<file path="config.mk">
export PLATFORM = sky130hd
export DESIGN_NAME = sct_timer
export DESIGN_NICKNAME = d
export VERILOG_FILES = /design/src/rtl/sct_pkg.sv /design/src/rtl/sct_timer.sv
export SDC_FILE = /design/constraint.sdc
export NUM_CORES = 1
export LEC_CHECK = 0
export BUFFER_PORTS_ARGS = -buffer_cell sky130_fd_sc_hd__buf_2
export CAP_MARGIN = 0
export CORE_UTILIZATION = 59
export CTS_CLUSTER_DIAMETER = 30
export DETAILED_ROUTE_END_ITERATION = 12
export PLACE_DENSITY_LB_ADDON = 0.2
export SYNTH_ARGS = -nofsm -noshare
export SYNTH_HDL_FRONTEND = slang
export SYNTH_SLANG_ARGS = --single-unit
</file>
<file path="constraint.sdc">
create_clock -name pclk -period 3.4 [get_ports pclk]
set_input_delay 0.17 -clock pclk [delete_from_list [all_inputs] [get_ports pclk]]
set_output_delay 0.17 -clock pclk [all_outputs]
set_load 0.02 [all_outputs]
</file>
<file path="src/rtl/sct_pkg.sv">
// Package: constants, state layout and reset values of the interval timer
//==================================================================
package sct_pkg;

  //==================================================================
  // Register offsets (byte addresses)
  localparam logic [3:0] SCT_OFF_MODE = 4'h0; // timer_mode_reg
  localparam logic [3:0] SCT_OFF_ALARM = 4'h4; // alarm_value_reg
  localparam logic [3:0] SCT_OFF_COUNT = 4'h8; // current_count_reg
  localparam logic [3:0] SCT_OFF_STATUS = 4'hC; // timer_status_reg

  //==================================================================
  // Mode register fields
  localparam int SCT_MODE_DIV_LSB = 0;
  localparam int SCT_MODE_ALM_IE = 16;
  localparam int SCT_MODE_TICK_IE = 17;
  localparam int SCT_MODE_RESTART = 18;
  localparam int SCT_MODE_DISABLE = 20;
  localparam int SCT_MODE_SEC_SEL = 24;
  // Status register fields
  localparam int SCT_STAT_ALARM = 0;
  localparam int SCT_STAT_TICK = 1;

  //==================================================================
  // Reset values and timing
  localparam logic [15:0] SCT_DIV_RST = 16'h8000;
  localparam logic [31:0] SCT_ALARM_RST = 32'hFFFF_FFFF;
  localparam logic [1:0] SCT_IRQ_HOLD = 2'h2; // slow clock cycles

  //==================================================================
  // Whole state of the timer, registered as one word
  typedef struct packed {
    logic [1:0] slk_sync;
    logic slk_prev;
    logic [1:0] hz_sync;
    logic hz_prev;
    logic [15:0] presc;
    logic [31:0] count;
    logic [31:0] alarm;
    logic [15:0] divisor;
    logic alm_ie;
    logic tick_ie;
    logic dis;
    logic sec_sel;
    logic tick_flag;
    logic alm_flag;
    logic [1:0] hold;
    logic [31:0] prdata;
  } sct_state_s;

  localparam sct_state_s SCT_STATE_RST = '{
    divisor: SCT_DIV_RST,
    alarm: SCT_ALARM_RST,
    default: '0
  };

endpackage

</file>
<file path="src/rtl/sct_timer.sv">
// Slow clock interval timer with APB register access
module sct_timer #(
  parameter int ADDR_W = 12
) (
  input wire logic pclk,
  input wire logic presetn,
  input wire logic psel,
  input wire logic penable,
  input wire logic pwrite,
  input wire logic [ADDR_W-1:0] paddr,
  input wire logic [31:0] pwdata,
  output logic [31:0] prdata,
  output logic pready,
  output logic pslverr,
  input wire logic slow_clock_in,
  input wire logic second_pulse_in,
  output logic alarm_wake,
  output logic irq
);
  import sct_pkg::*;

  sct_state_s st_q;
  sct_state_s st_d;
  logic slk_rise;
  logic hz_rise;
  logic roll;
  logic inc;
  logic alm_set;
  logic setup_rd;
  logic wr_acc;
  logic rd_acc;
  logic mode_wr;
  logic restart_wr;
  logic sr_rd;
  logic [15:0] presc_nx;

  // Byte offset within the block, upper address bits must be zero
  function automatic logic reg_hit(input logic [ADDR_W-1:0] a,
                                   input logic [3:0] off);
    reg_hit = (a == ADDR_W'(off));
  endfunction

  function automatic logic mapped(input logic [ADDR_W-1:0] a);
    mapped = reg_hit(a, SCT_OFF_MODE) | reg_hit(a, SCT_OFF_ALARM) |
             reg_hit(a, SCT_OFF_COUNT) | reg_hit(a, SCT_OFF_STATUS);
  endfunction

  //==================================================================
  // Bus decode
  // Read data is captured in the setup cycle so prdata comes from a flop;
  // the access phase then completes with no wait state.
  assign setup_rd = psel & ~penable & ~pwrite;
  assign wr_acc = psel & penable & pwrite;
  assign rd_acc = psel & penable & ~pwrite;
  assign mode_wr = wr_acc & reg_hit(paddr, SCT_OFF_MODE);
  assign restart_wr = mode_wr & pwdata[SCT_MODE_RESTART];
  assign sr_rd = rd_acc & reg_hit(paddr, SCT_OFF_STATUS);
  assign pready = 1'b1;
  assign pslverr = psel & penable & ~mapped(paddr);
  assign prdata = st_q.prdata;

  //==================================================================
  // Slow clock and 1 Hz edges, taken from the second sync stage only
  assign slk_rise = st_q.slk_sync[1] & ~st_q.slk_prev;
  assign hz_rise = st_q.hz_sync[1] & ~st_q.hz_prev;

  // Prescaler: up count, roll when next value meets the divisor.
  // A divisor of 0 rolls on the 16-bit wrap, i.e. 65536 periods.
  assign presc_nx = st_q.presc + 16'h0001;
  assign roll = ~st_q.dis & slk_rise & (presc_nx == st_q.divisor);

  // Counter source select
  assign inc = st_q.sec_sel ? (~st_q.dis & hz_rise) : roll;
  assign alm_set = inc & (st_q.count == st_q.alarm);

  //==================================================================
  // Next state
  always_comb begin
    st_d = st_q;
    // Two-flop synchronisers for the pins
    // Pins are oversampled on pclk, so a pin pulse must last a few pclk.
    st_d.slk_sync = {st_q.slk_sync[0], slow_clock_in};
    st_d.slk_prev = st_q.slk_sync[1];
    st_d.hz_sync = {st_q.hz_sync[0], second_pulse_in};
    st_d.hz_prev = st_q.hz_sync[1];

    // Disabled timer holds prescaler and counter still
    if (~st_q.dis && slk_rise) begin
      st_d.presc = roll ? 16'h0000 : presc_nx;
    end
    if (inc) begin
      st_d.count = st_q.count + 32'h0000_0001;
    end

    // Flags: a status read clears only what it returned, and a new
    // event in the same cycle wins over the clear
    if (sr_rd) begin
      st_d.tick_flag = st_q.tick_flag & ~st_q.prdata[SCT_STAT_TICK];
      st_d.alm_flag = st_q.alm_flag & ~st_q.prdata[SCT_STAT_ALARM];
    end
    if (roll) begin
      st_d.tick_flag = 1'b1;
    end
    if (alm_set) begin
      st_d.alm_flag = 1'b1;
    end

    // Interrupt hold-off after a status read, counted in slow clocks
    if (sr_rd) begin
      st_d.hold = SCT_IRQ_HOLD;
    end else if (slk_rise && st_q.hold != 2'h0) begin
      st_d.hold = st_q.hold - 2'h1;
    end

    // Register writes
    if (mode_wr) begin
      st_d.divisor = pwdata[SCT_MODE_DIV_LSB +: 16];
      st_d.alm_ie = pwdata[SCT_MODE_ALM_IE];
      st_d.tick_ie = pwdata[SCT_MODE_TICK_IE];
      st_d.dis = pwdata[SCT_MODE_DISABLE];
      st_d.sec_sel = pwdata[SCT_MODE_SEC_SEL];
    end
    // Restart beats any count step in the same cycle
    if (restart_wr) begin
      st_d.presc = 16'h0000;
      st_d.count = 32'h0000_0000;
    end
    if (wr_acc && reg_hit(paddr, SCT_OFF_ALARM)) begin
      st_d.alarm = pwdata;
    end

    // Read capture in the setup cycle; restart bit reads back as zero
    if (setup_rd) begin
      st_d.prdata = 32'h0000_0000;
      if (reg_hit(paddr, SCT_OFF_MODE)) begin
        st_d.prdata[SCT_MODE_DIV_LSB +: 16] = st_q.divisor;
        st_d.prdata[SCT_MODE_ALM_IE] = st_q.alm_ie;
        st_d.prdata[SCT_MODE_TICK_IE] = st_q.tick_ie;
        st_d.prdata[SCT_MODE_DISABLE] = st_q.dis;
        st_d.prdata[SCT_MODE_SEC_SEL] = st_q.sec_sel;
      end else if (reg_hit(paddr, SCT_OFF_ALARM)) begin
        st_d.prdata = st_q.alarm;
      end else if (reg_hit(paddr, SCT_OFF_COUNT)) begin
        st_d.prdata = st_q.count;
      end else if (reg_hit(paddr, SCT_OFF_STATUS)) begin
        st_d.prdata[SCT_STAT_TICK] = st_q.tick_flag;
        st_d.prdata[SCT_STAT_ALARM] = st_q.alm_flag;
      end
    end
  end

  //==================================================================
  // State register; reset loads divisor 0x8000 and alarm all ones
  always_ff @(posedge pclk or negedge presetn) begin
    if (!presetn) begin
      st_q <= SCT_STATE_RST;
    end else begin
      st_q <= st_d;
    end
  end

  //==================================================================
  // Outputs: wake follows the alarm flag with no enable gating
  assign alarm_wake = st_q.alm_flag;
  assign irq = (st_q.hold == 2'h0) &
               ((st_q.tick_flag & st_q.tick_ie) |
                (st_q.alm_flag & st_q.alm_ie));
endmodule // sct_timer

</file>
==> out/qor.csv <==
metric,value,unit
fin_util,70.8,%
routedWlPerCell,20.8,um
initial_utilization,61.7,%
drc,0,
seq_power_share,40.3,%
h-tree-depth,4,
drive_gt1_share,30.4,%
syn_to_final_growth,14.8,%
setup-tns-final,0,ps
end_kind,register,
dr.first_iter.drc_count,621,
portBuffers,85,
post-route-min-period,3270,ps
hp-class,input port to register,
net-switching-power,1.41,mW
drtAntennaViolNets,0,
routed_wirelength,21100,um
startpoint_type,register,
clock.fmax,306,MHz
clk_path_buf_depth,2,
syn-num-nets,818,
p_leak,3.96,nW
routed_via_density,6.23,
r2r_cells,10,
core-area,12800,um^2
dr.pass1.iters,5,
path_clk_slew,60,ps
finalHoldViolCount,0,
synth.cell_area,7910,um^2
die-area,13900,um^2
final.setup_skew,9.89,ps
avgSynthCellArea,10.4,um^2
gp_congestion,0.846,
cp.depth,10,
clock_latency,430,ps
yosysWarnings,0,
fin_nets,882,
ir_worst_vdd,450,uV
cp_top_family,simple AND/OR/NAND/NOR gates,
synth_ff_type,dfrtp_1,
grt.total_usage,31.6,%
relSlewSlack,35.2,%
std_cell_rows,41,
fin_crit_sh,96.2,%
status,"finished, final reports clean",
fp.dieH,118,um
diodes,0,
p_int,3.25,mW
synth-async-reset-ratio,100,%
synth_edf_count,0,
tritoncts,done,
setup_viol,0,
antenna_found_initial,0,
synth_cell_types,61,
slowest_stage,or3_1,
grt_overflow,0,
tightest_slew,970,ps
slowest_delay,460,ps
nFillCells,958,
power.clock.fraction,39.6,%
grt_pass1_wl,33300,um
power_density,514,nW/um^2
grt_max_degree,99,
sw_frac_of_total,30.3,%
critical_path_class,register to register,
slew_violations,0,
hold_path_depth,2,
ys_ff_latch,142,
worstPathArrival,3580,ps
combPwrFrac,20.1,%
ios,87,
cts.sinks,142,
dpl.hpwl,14600,um
die_w,118,um
cts_buffers,17,
grt_pass1_vias,6081,
num_vias,6306,
synth_cells,764,
grt_setup_unrepaired,no,
worstPathCellList,ha_2 > nand3_2 > or3_1 > o31ai_1 > o211a_1 > nand4b_2 > buf_4 > a211oi_2 > nand3_1 > mux2_2,
seq_area_frac_synth,45.4,%
cap_violations,0,
cts-root-buf,clkbuf_16,
critPathRequiredTime,3710,ps
crit_buf_inv,1,
post_cts.repair.setup_buffers,0,
crit_fanout,21,
[per-layer routing]
metal / up-vias / wire length [um] / part of all wire, % / global-route usage, %
met1: 3189 / 9440 / 45 / 44.1
li1: 2836 / - / - / -
met3: 34 / 1440 / 6.8 / 7.95
met2: 247 / 9770 / 46 / 48.6
met4: 0 / 423 / 2.0 / 9.62
met5: - / 0 / 0 / 0
[final timing paths]
path | start | to | slack (ps)
max reg2reg | st_q[120]$_DFFE_PN0P_ | st_q[119]$_DFFE_PN0P_ | 130
min | pwdata[2] | st_q[42]$_DFFE_PN0P_ | 10
min reg2reg | st_d[141]$_DFF_PN0_ | st_d[139]$_DFF_PN0_ | 360
min in group asynchronous | presetn | st_q[33]$_DFFE_PN0P_ | 390
max | st_q[120]$_DFFE_PN0P_ | st_q[119]$_DFFE_PN0P_ | 130
max in group asynchronous | presetn | st_q[76]$_DFFE_PN1P_ | 2040
[final cells by class]
type | count | area [um^2] | share of cell area, %
Multi-Input combinational cell | 531 | 3860 | 42.5
Clock inverter | 10 | 114 | 1.25
Timing Repair Buffer | 125 | 785 | 8.64
Sequential cell | 142 | 3590 | 39.6
Tap cell | 172 | 215 | 2.37
Clock buffer | 22 | 474 | 5.22
Inverter | 11 | 41.3 | 0.455
[sequential cells by signal, summed over array words and instances (netlist names)]
register,count
alarm_wake,1
prdata,32
st_d,4
st_q,105
[cell usage after synthesis (7+ instances only)]
master / count / area (um^2)
nor3_1: 8 / 40.0
a2111oi_2: 11 / 165
nand2b_1: 7 / 43.8
a22oi_1: 13 / 97.6
a31oi_1: 10 / 62.6
buf_4: 34 / 255
nand4_1: 14 / 87.6
a21oi_1: 38 / 190
dfstp_2: 33 / 867
xnor2_1: 70 / 613
nand3_1: 18 / 90.1
nand2_1: 69 / 259
o31ai_1: 32 / 240
o21ai_0: 12 / 60.1
mux2i_1: 20 / 200
or3_1: 7 / 43.8
nor2_1: 59 / 221
and4_1: 7 / 61.3
clkbuf_1: 36 / 135
inv_1: 11 / 41.3
mux2_2: 55 / 619
buf_2: 8 / 40.0
dfrtp_1: 109 / 2730
[cells by family after synthesis]
group	Yosys count	synth area share (%)
XOR/XNOR	75	8.30
adder cells (fa/ha/maj)	3	0.474
multiplexers	77	10.9
other	1	0.0474
AO/OA/AOI/OAI	143	13.4
AND/OR/NAND/NOR	232	15.2
buffers and inverters	91	6.15
flip-flops	142	45.4
[layout by cell type, fill, tap and decap left out, drive strengths merged, types with 19 or more instances in the layout]
cell	instances
a21oi	38
nand3	19
dfstp	33
mux2	55
clkbuf	22
nand2	69
dfrtp	109
xnor2	70
mux2i	20
nor2	59
o31ai	32
dlygate4sd3	21
buf	104
[what timing repair did]
| item | in CTS | in global routing |
|---|---|---|
| cloned | 0 | 0 |
| hold buffers | 20 | 1 |
| gates resized for setup | 1 | 4 |
| endpoints found under the setup margin | 1 | 3 |
| hold endpoints to repair | 96 | 1 |
| pin swaps | 0 | 0 |
[power by group through the flow]
stage / clock [mW] / combinational [mW] / sequential, mW
after floorplan: 0 / 0.649 / 1.86
after global placement: 0 / 0.850 / 1.89
after detailed placement: 0 / 0.882 / 1.90
after CTS: 1.86 / 0.916 / 1.87
after global routing: 1.94 / 1.02 / 1.89
final: 1.85 / 0.937 / 1.88
[through the flow]
step                hold WS [ps]  std cells  power (mW)  setup slack [ps]  instance area, um^2
CTS                         1.22       1012        4.65              99.0                 9060
global route                3.86       1013        4.85              7.68                 9080
finish                      11.5       1013        4.66               128                 9080
detailed placement           280        960        2.78              23.5                 8270
floorplan                   -126        764        2.51               721                 7910
global placement             283        960        2.74               265                 8270
Note: power is estimated with default switching activity, not from simulation.
